===== src/inc/rcfg_pkg.sv =====
// Operation
// - all eight power-down bits set puts the whole receiver section in deep sleep
// - power-down bits 3..0 each switch off one receiver; 0 runs, 1 sleeps
// - primary family 00 differential, 01/10/11 the three cmos ranges
// - companion family 00 disabled, else cmos; ignored while primary is differential
// - input one family fields sit in bits 3:2 and 1:0, same codes
// - manual-profile enable 0 gives automatic assignment, 1 the manual profile
// - three-bit manual profile field is a binary index of profiles 0 to 7
// - companion enable bit 7 with profile 6:4, primary enable 3 with 2:0
// - threshold 0..7, default 0; lower selection priority makes a phase master
// - reset clears every bit of all eight profile register sets
// - each profile holds a three-bit selection priority compared with threshold
package rcfg_pkg;

  localparam int unsigned ADDR_W = 12;
  localparam int unsigned DATA_W = 8;

  // register offsets, byte addresses
  localparam logic [11:0] OFS_PWRDN = 12'h500;
  localparam logic [11:0] OFS_LOGIC = 12'h501;
  localparam logic [11:0] OFS_RSVD_A = 12'h502;
  localparam logic [11:0] OFS_SEL_ONE = 12'h503;
  localparam logic [11:0] OFS_SEL_TWO = 12'h504;
  localparam logic [11:0] OFS_RSVD_B = 12'h505;
  localparam logic [11:0] OFS_RSVD_C = 12'h506;
  localparam logic [11:0] OFS_THRESH = 12'h507;

  // profile window: 0x600..0x7ff, eight sets of 64 bytes, priority byte first
  localparam logic [2:0] PROF_REGION = 3'h3;
  localparam int unsigned PROF_NUM = 8;
  localparam int unsigned PROF_IDX_LSB = 6;
  localparam logic [5:0] PROF_PRIO_OFS = 6'h00;
  localparam int unsigned PRIO_SEL_LSB = 0;

  // reset values
  localparam logic [7:0] RST_PWRDN = 8'h00;
  localparam logic [7:0] RST_LOGIC = 8'h00;
  localparam logic [7:0] RST_SEL = 8'h00;
  localparam logic [7:0] RST_THRESH = 8'h00;
  localparam logic [7:0] RST_PROF = 8'h00;

  // read and write masks
  localparam logic [7:0] DEEP_SLEEP_CODE = 8'hff;
  localparam logic [7:0] THRESH_MASK = 8'h07;
  localparam logic [7:0] PROF_PRIO_MASK = 8'hbf;

  // field positions inside one input's slice
  localparam int unsigned PD_PRI_BIT = 0;
  localparam int unsigned PD_CMP_BIT = 1;
  localparam int unsigned FAM_PRI_LSB = 0;
  localparam int unsigned FAM_CMP_LSB = 2;
  localparam int unsigned SEL_PRI_EN = 3;
  localparam int unsigned SEL_PRI_LSB = 0;
  localparam int unsigned SEL_CMP_EN = 7;
  localparam int unsigned SEL_CMP_LSB = 4;

  // logic family codes; 00 means differential on a primary, off on a companion
  typedef enum logic [1:0] {
    FAM_DIFF_OR_OFF = 2'h0,
    FAM_CMOS_LOW = 2'h1,
    FAM_CMOS_MID = 2'h2,
    FAM_CMOS_HIGH = 2'h3
  } rcfg_fam_e;

  // settings handed to one reference receiver
  typedef struct packed {
    logic active;
    logic differential;
    logic [1:0] family;
    logic manual;
    logic [2:0] profile;
  } rcfg_rx_s;

endpackage


===== src/design/rcfg_regs.sv =====
// The address-and-strobe port was decided locally.
`timescale 1ns/1ps
// reference input configuration bank with profile priority store
module rcfg_regs
#(
  parameter int unsigned PROFILES = rcfg_pkg::PROF_NUM
)
(
  input wire logic i_clk,
  input wire logic i_srst,
  input wire logic i_ce,
  input wire logic [rcfg_pkg::ADDR_W-1:0] i_addr,
  input wire logic [rcfg_pkg::DATA_W-1:0] i_wdata,
  input wire logic i_wr,
  input wire logic i_rd,
  output logic [rcfg_pkg::DATA_W-1:0] o_rdata,
  output logic o_deep_sleep,
  output rcfg_pkg::rcfg_rx_s [3:0] o_rx,
  output logic [2:0] o_threshold,
  output logic [PROFILES-1:0] o_phase_master
);

  // stored registers
  logic [7:0] pwrdn_q;
  logic [7:0] logic_q;
  logic [7:0] sel_q [2];
  logic [7:0] thresh_q;
  logic [7:0] prof_q [PROFILES];

  // bus decode
  logic wr_en;
  logic rd_en;
  logic in_prof;
  logic [2:0] prof_idx;
  logic prio_byte;

  // derived settings and outputs
  logic [7:0] rdata_d;
  logic [7:0] rdata_q;
  logic deep_d;
  logic deep_q;
  rcfg_pkg::rcfg_rx_s [3:0] rx_d;
  rcfg_pkg::rcfg_rx_s [3:0] rx_q;
  logic [PROFILES-1:0] pm_d;
  logic [PROFILES-1:0] pm_q;

  // strobes only count while the clock enable lets state move
  assign wr_en = i_wr && i_ce;
  assign rd_en = i_rd && i_ce;
  assign in_prof = (i_addr[11:9] == rcfg_pkg::PROF_REGION);
  assign prof_idx = i_addr[rcfg_pkg::PROF_IDX_LSB +: 3];
  assign prio_byte = in_prof && (i_addr[5:0] == rcfg_pkg::PROF_PRIO_OFS);

  // power-down byte; all eight bits kept so the upper ones can be read back
  always_ff @(posedge i_clk)
  begin
    if (i_srst)
      pwrdn_q <= rcfg_pkg::RST_PWRDN;
    else if (wr_en && i_addr == rcfg_pkg::OFS_PWRDN)
      pwrdn_q <= i_wdata;
  end

  // logic family byte, input two high nibble, input one low nibble
  always_ff @(posedge i_clk)
  begin
    if (i_srst)
      logic_q <= rcfg_pkg::RST_LOGIC;
    else if (wr_en && i_addr == rcfg_pkg::OFS_LOGIC)
      logic_q <= i_wdata;
  end

  // manual profile selection, one byte per input
  always_ff @(posedge i_clk)
  begin
    if (i_srst)
    begin
      sel_q[0] <= rcfg_pkg::RST_SEL;
      sel_q[1] <= rcfg_pkg::RST_SEL;
    end
    else if (wr_en && i_addr == rcfg_pkg::OFS_SEL_ONE)
      sel_q[0] <= i_wdata;
    else if (wr_en && i_addr == rcfg_pkg::OFS_SEL_TWO)
      sel_q[1] <= i_wdata;
  end

  // threshold keeps only its three live bits; the rest read as zero
  always_ff @(posedge i_clk)
  begin
    if (i_srst)
      thresh_q <= rcfg_pkg::RST_THRESH;
    else if (wr_en && i_addr == rcfg_pkg::OFS_THRESH)
      thresh_q <= i_wdata & rcfg_pkg::THRESH_MASK;
  end

  // profile priority bytes; other profile bytes are not stored here
  always_ff @(posedge i_clk)
  begin
    if (i_srst)
    begin
      for (int p = 0; p < PROFILES; p++)
        prof_q[p] <= rcfg_pkg::RST_PROF;
    end
    else if (wr_en && prio_byte && 32'(prof_idx) < PROFILES)
      prof_q[prof_idx] <= i_wdata & rcfg_pkg::PROF_PRIO_MASK;
  end

  // read mux; unused bytes and gaps answer zero
  always_comb
  begin
    rdata_d = 8'h00;
    if (in_prof)
    begin
      if (prio_byte && 32'(prof_idx) < PROFILES)
        rdata_d = prof_q[prof_idx];
    end
    else
    begin
      case (i_addr)
        rcfg_pkg::OFS_PWRDN: rdata_d = pwrdn_q;
        rcfg_pkg::OFS_LOGIC: rdata_d = logic_q;
        rcfg_pkg::OFS_SEL_ONE: rdata_d = sel_q[0];
        rcfg_pkg::OFS_SEL_TWO: rdata_d = sel_q[1];
        rcfg_pkg::OFS_THRESH: rdata_d = thresh_q;
        default: rdata_d = 8'h00;
      endcase
    end
  end

  // read data stand one enabled cycle only, then return to zero
  always_ff @(posedge i_clk)
  begin
    if (i_srst)
      rdata_q <= 8'h00;
    else if (i_ce)
      rdata_q <= rd_en ? rdata_d : 8'h00;
  end

  // deep sleep only when the whole byte is ones, not just the low nibble
  assign deep_d = (pwrdn_q == rcfg_pkg::DEEP_SLEEP_CODE);

  // one decoder per input: index 0/1 input one, 2/3 input two
  for (genvar g = 0; g < 2; g++)
  begin : g_input
    rcfg_rx_pair u_pair
    (
      .i_deep(deep_d),
      .i_pd(pwrdn_q[2*g +: 2]),
      .i_fam(logic_q[4*g +: 4]),
      .i_sel(sel_q[g]),
      .o_pri(rx_d[2*g]),
      .o_cmp(rx_d[2*g+1])
    );
  end

  // phase master when selection priority is numerically below threshold
  for (genvar p = 0; p < PROFILES; p++)
  begin : g_master
    assign pm_d[p] = prof_q[p][rcfg_pkg::PRIO_SEL_LSB +: 3] < thresh_q[2:0];
  end

  // registered settings toward receivers, monitors and switchover
  always_ff @(posedge i_clk)
  begin
    if (i_srst)
    begin
      deep_q <= 1'b0;
      rx_q <= '0;
      pm_q <= '0;
    end
    else if (i_ce)
    begin
      deep_q <= deep_d;
      rx_q <= rx_d;
      pm_q <= pm_d;
    end
  end

  assign o_rdata = rdata_q;
  assign o_deep_sleep = deep_q;
  assign o_rx = rx_q;
  assign o_threshold = thresh_q[2:0];
  assign o_phase_master = pm_q;
endmodule // rcfg_regs


===== src/design/rcfg_rx_pair.sv =====
`timescale 1ns/1ps
// decodes one input's primary and companion receiver settings
module rcfg_rx_pair
(
  input wire logic i_deep,
  input wire logic [1:0] i_pd,
  input wire logic [3:0] i_fam,
  input wire logic [7:0] i_sel,
  output rcfg_pkg::rcfg_rx_s o_pri,
  output rcfg_pkg::rcfg_rx_s o_cmp
);

  logic [1:0] pri_fam;
  logic [1:0] cmp_fam;
  logic pri_diff;

  assign pri_fam = i_fam[rcfg_pkg::FAM_PRI_LSB +: 2];
  assign cmp_fam = i_fam[rcfg_pkg::FAM_CMP_LSB +: 2];
  // primary family 00 pairs both pins as one differential input
  assign pri_diff = (pri_fam == rcfg_pkg::FAM_DIFF_OR_OFF);

  // primary receiver: runs unless its own bit or deep sleep stops it
  assign o_pri.active = !i_deep && !i_pd[rcfg_pkg::PD_PRI_BIT];
  assign o_pri.differential = pri_diff;
  assign o_pri.family = pri_fam;
  assign o_pri.manual = i_sel[rcfg_pkg::SEL_PRI_EN];
  assign o_pri.profile = i_sel[rcfg_pkg::SEL_PRI_LSB +: 3];

  // companion: its pin belongs to the primary while that is differential
  assign o_cmp.active = !i_deep && !i_pd[rcfg_pkg::PD_CMP_BIT] && !pri_diff
    && (cmp_fam != rcfg_pkg::FAM_DIFF_OR_OFF);
  assign o_cmp.differential = 1'b0;
  assign o_cmp.family = cmp_fam;
  assign o_cmp.manual = i_sel[rcfg_pkg::SEL_CMP_EN];
  assign o_cmp.profile = i_sel[rcfg_pkg::SEL_CMP_LSB +: 3];

endmodule // rcfg_rx_pair


===== config.mk =====
export PLATFORM = sky130hd
export DESIGN_NAME = rcfg_regs
export DESIGN_NICKNAME = d
export VERILOG_FILES = /design/src/inc/rcfg_pkg.sv /design/src/design/rcfg_regs.sv /design/src/design/rcfg_rx_pair.sv
export SDC_FILE = /design/constraint.sdc
export NUM_CORES = 1
export LEC_CHECK = 0
export BUFFER_PORTS_ARGS = -buffer_cell sky130_fd_sc_hd__buf_2
export CAP_MARGIN = 25
export CORE_MARGIN = 2
export CORE_UTILIZATION = 53
export CTS_CLUSTER_SIZE = 40
export DETAILED_ROUTE_END_ITERATION = 8
export GPL_TIMING_DRIVEN = 0
export PLACE_DENSITY = 0.76
export SLEW_MARGIN = 30
export SYNTH_ARGS = -nofsm -noshare
export SYNTH_HDL_FRONTEND = slang
export SYNTH_SLANG_ARGS = --single-unit

===== constraint.sdc =====
create_clock -name i_clk -period 1.7 [get_ports i_clk]
set_input_delay 0.17 -clock i_clk [delete_from_list [all_inputs] [get_ports i_clk]]
set_output_delay 0.17 -clock i_clk [all_outputs]
set_load 0.1 [all_outputs]

==> results.toml <==
[floorplan]
die-height_um = 116
rows = 40
die_area_mm2 = 0.0134
core_area_mm2 = 0.0121
pin_count = 77
die_x_um = 116
initial_core_util = 0.546

[sta]
finalCritPeriodShare = 0.933
fin_crit_ns = 1.59
drv_slew = 0
hold_violations = 0
worstMarginPinSlew_ns = 0.819
grt_setup_unrepaired = "false"
final-setup-viol-count = 0
relSlewSlack = 0.454
fin_worst_skew_ns = 0.00683
fmax_mhz = 631

[finish]
layoutNonFillerInstCount = 837
final_area_mm2 = 0.00795
area.sequential_mm2 = 0.00349
diodes = 0
drive_above_1_share = 0.281
final_nets = 697
final_cell_mix = "buf_2, edfxtp_1, dfxtp_1, nor2_1, mux2i_1"
layout_commonest_cell = "buf_2"
syn2layout_area_growth_pct = 20.1
num-fill-cells = 942
final_core_util = 0.656
multi_input_area_mm2 = 0.00298

[detailed_routing]
viasPerCell = 5.77
post_drt_wl_per_cell_um = 19.5
drcViolationCount = 0
met3_length_mm = 1.24
wirelength_mm = 16.3
dr_wl_met2_mm = 7.74
drtAntennaViolNets = 0
via_count = 4826
firstDrtPassIters = 6
routed.top_layer = "met4"
met1_length_mm = 7.07
drt_iter0_drc = 397

[synthesis]
ys_async_sr_fraction = 0
synth_top_flop_cell = "edfxtp_1"
synth.area.top_cells = "edfxtp_1, dfxtp_1, mux2i_1"
yosysTopAreaCell = "edfxtp_1"
synthDistinctLibCells = 58
netlist_instances = 555
syn_area_per_cell_um2 = 11.9
syn_area_mm2 = 0.00661
ys_ff_latch = 138
ys_seq_area_frac = 0.527
yosys_warnings = 0
synth_edf_count = 72
yosysTopAreaCellShare = 0.327

[global_route]
grt_max_degree = 17
grt_pass1_wl_mm = 25.7
grtUsageTotal = 0.258
grt-ovfl-total = 0
antenna_found_initial = 0
first_global_vias = 4805

[worst_setup_path]
end_kind = "flip-flop"
crit_arrival_ns = 1.70
crit_fanout = 8
worstPathRequired_ns = 1.82
startpoint_type = "input pin"
r2r_slack_ns = 0.13
crit_type = "in -> reg"

[power_and_ir_drop]
p_switching_mw = 2.18
power_frac_comb = 0.105
leakage_nw = 3.36
powerDensity_mw_per_mm2 = 1060
clockPowerShare = 0.457
seq_power_share = 0.438
power.internal_mw = 6.23
ir_drop_v = 0.000575
swShare = 0.259

[placed_design]
io_buffer_count = 70
placed_area_mm2 = 0.00721
gp_congestion = 0.952
dp.cells = 794
place_hpwl_mm = 12.0

[cts]
htree_levels = 4
cts_tree = "yes"
clock-sinks = 138
cts.clk_slew.worst_paths_ns = 0.06
insertion_delay_ns = 0.43
max-clock-path-buffers = 2
cts_root_buf = "clkbuf_16"
cts_made_buffers = 17

[worst_hold_path]
hold_path_class = "in -> reg"

[run]
drv_cap = 0

[outcome]
outcome = "completed"
==> layout make-up <==
cell class / instances / area share
plain buffers: 35 / 0.0225
inverters: 5 / 0.00236
well taps: 168 / 0.0265
repair buffers: 81 / 0.0583
clock inverters: 13 / 0.0209
clock buffers: 19 / 0.0557
multi-input cells: 378 / 0.375
flip-flops and latches: 138 / 0.439
==> layer usage <==
layer  vias up  track usage
li1       2227            -
met1      2353        0.358
met2       216        0.413
met3        30       0.0492
met4         0       0.0841
met5         -            0
==> worst paths after layout <==
kind / startpoint / endpoint / cells past startpoint
setup / recovery: i_addr[2] / prof_q[4][6]$_SDFFCE_PN0P_ / 6
hold / removal: i_wdata[5] / logic_q[5]$_SDFFE_PP0P_ / 3
setup reg to reg: prof_q[3][2]$_SDFFCE_PN0P_ / o_rdata[2]$_SDFFE_PP0P_ / 3
hold reg to reg: o_phase_master[4]$_SDFFE_PP0P_ / o_phase_master[4]$_SDFFE_PP0P_ / 2
==> logic make-up after synthesis <==
logic type,synth area share
flops,0.527
buf+inv,0.0280
other cells,0.000567
fa+ha+maj,0.0303
simple gates,0.211
mux,0.132
compound gates,0.0711
==> power groups by stage <==
stage	Clock, mW	Sequential (mW)	Combinational (mW)
3_5_place_dp	0	3.75	0.863
4_1_cts	3.84	3.68	0.873
5_1_grt	3.97	3.70	0.935
2_1_floorplan	0	4.01	0.392
6_report	3.84	3.68	0.883
3_3_place_gp	0	3.75	0.847
==> critical path, stage by stage <==
cell	delay, ns
buf_2	0.17
nor4_4	0.45
nand4_4	0.15
buf_12	0.18
nor3_4	0.27
or2_2	0.30
==> cells in the mapped netlist (3+ instances only) <==
master	number
nand2b_1	11
clkbuf_1	14
nor2_1	61
mux2i_1	58
inv_1	5
nor3_4	6
a22oi_1	4
nor3_1	3
or2_2	8
and2_1	52
buf_1	8
ha_1	16
nand3_1	5
edfxtp_1	72
nor4_4	3
a21oi_1	19
nand4_1	7
a211o_1	11
buf_4	4
dfxtp_1	66
buf_2	8
mux4_2	10
and3b_1	3
and2_2	14
nand2_1	25
mux2_2	6
a21boi_0	3
nor2b_1	3
a21o_1	10
nor4b_4	3
a211oi_1	3
==> repair_timing <==
item                                    4_1_cts  5_1_grt
buffers inserted                              3        6
hold buffers                                  2        0
hold endpoints to repair                      2        0
pin swaps                                     3        3
endpoints found under the setup margin       71       78
resized for setup                             2        1
==> through the flow <==
| stage | setup slack [ns] | total power [mW] | hold WS, ns | TNS, ns |
|---|---|---|---|---|
| 2_1_floorplan | -0.105 | 4.40 | 0.314 | -3.99 |
| 3_3_place_gp | -0.559 | 4.60 | 0.422 | -53.24 |
| 3_5_place_dp | -0.607 | 4.62 | 0.438 | -61.29 |
| 4_1_cts | 0.0210 | 8.40 | 0.00717 | 0 |
| 5_1_grt | 0.00489 | 8.61 | 0.0392 | 0 |
| 6_report | 0.114 | 8.41 | 0.0158 | 0 |
==> state kept, by name (all words and copies together) (netlist names) <==
name and flops:
prof_q 56, logic_q 8, o_rx 30, pwrdn_q 8, sel_q 16, thresh_q 3, o_phase_master 8, o_deep_sleep 1
o_rdata 8
No activity file was read; power rests on OpenSTA's default activity.
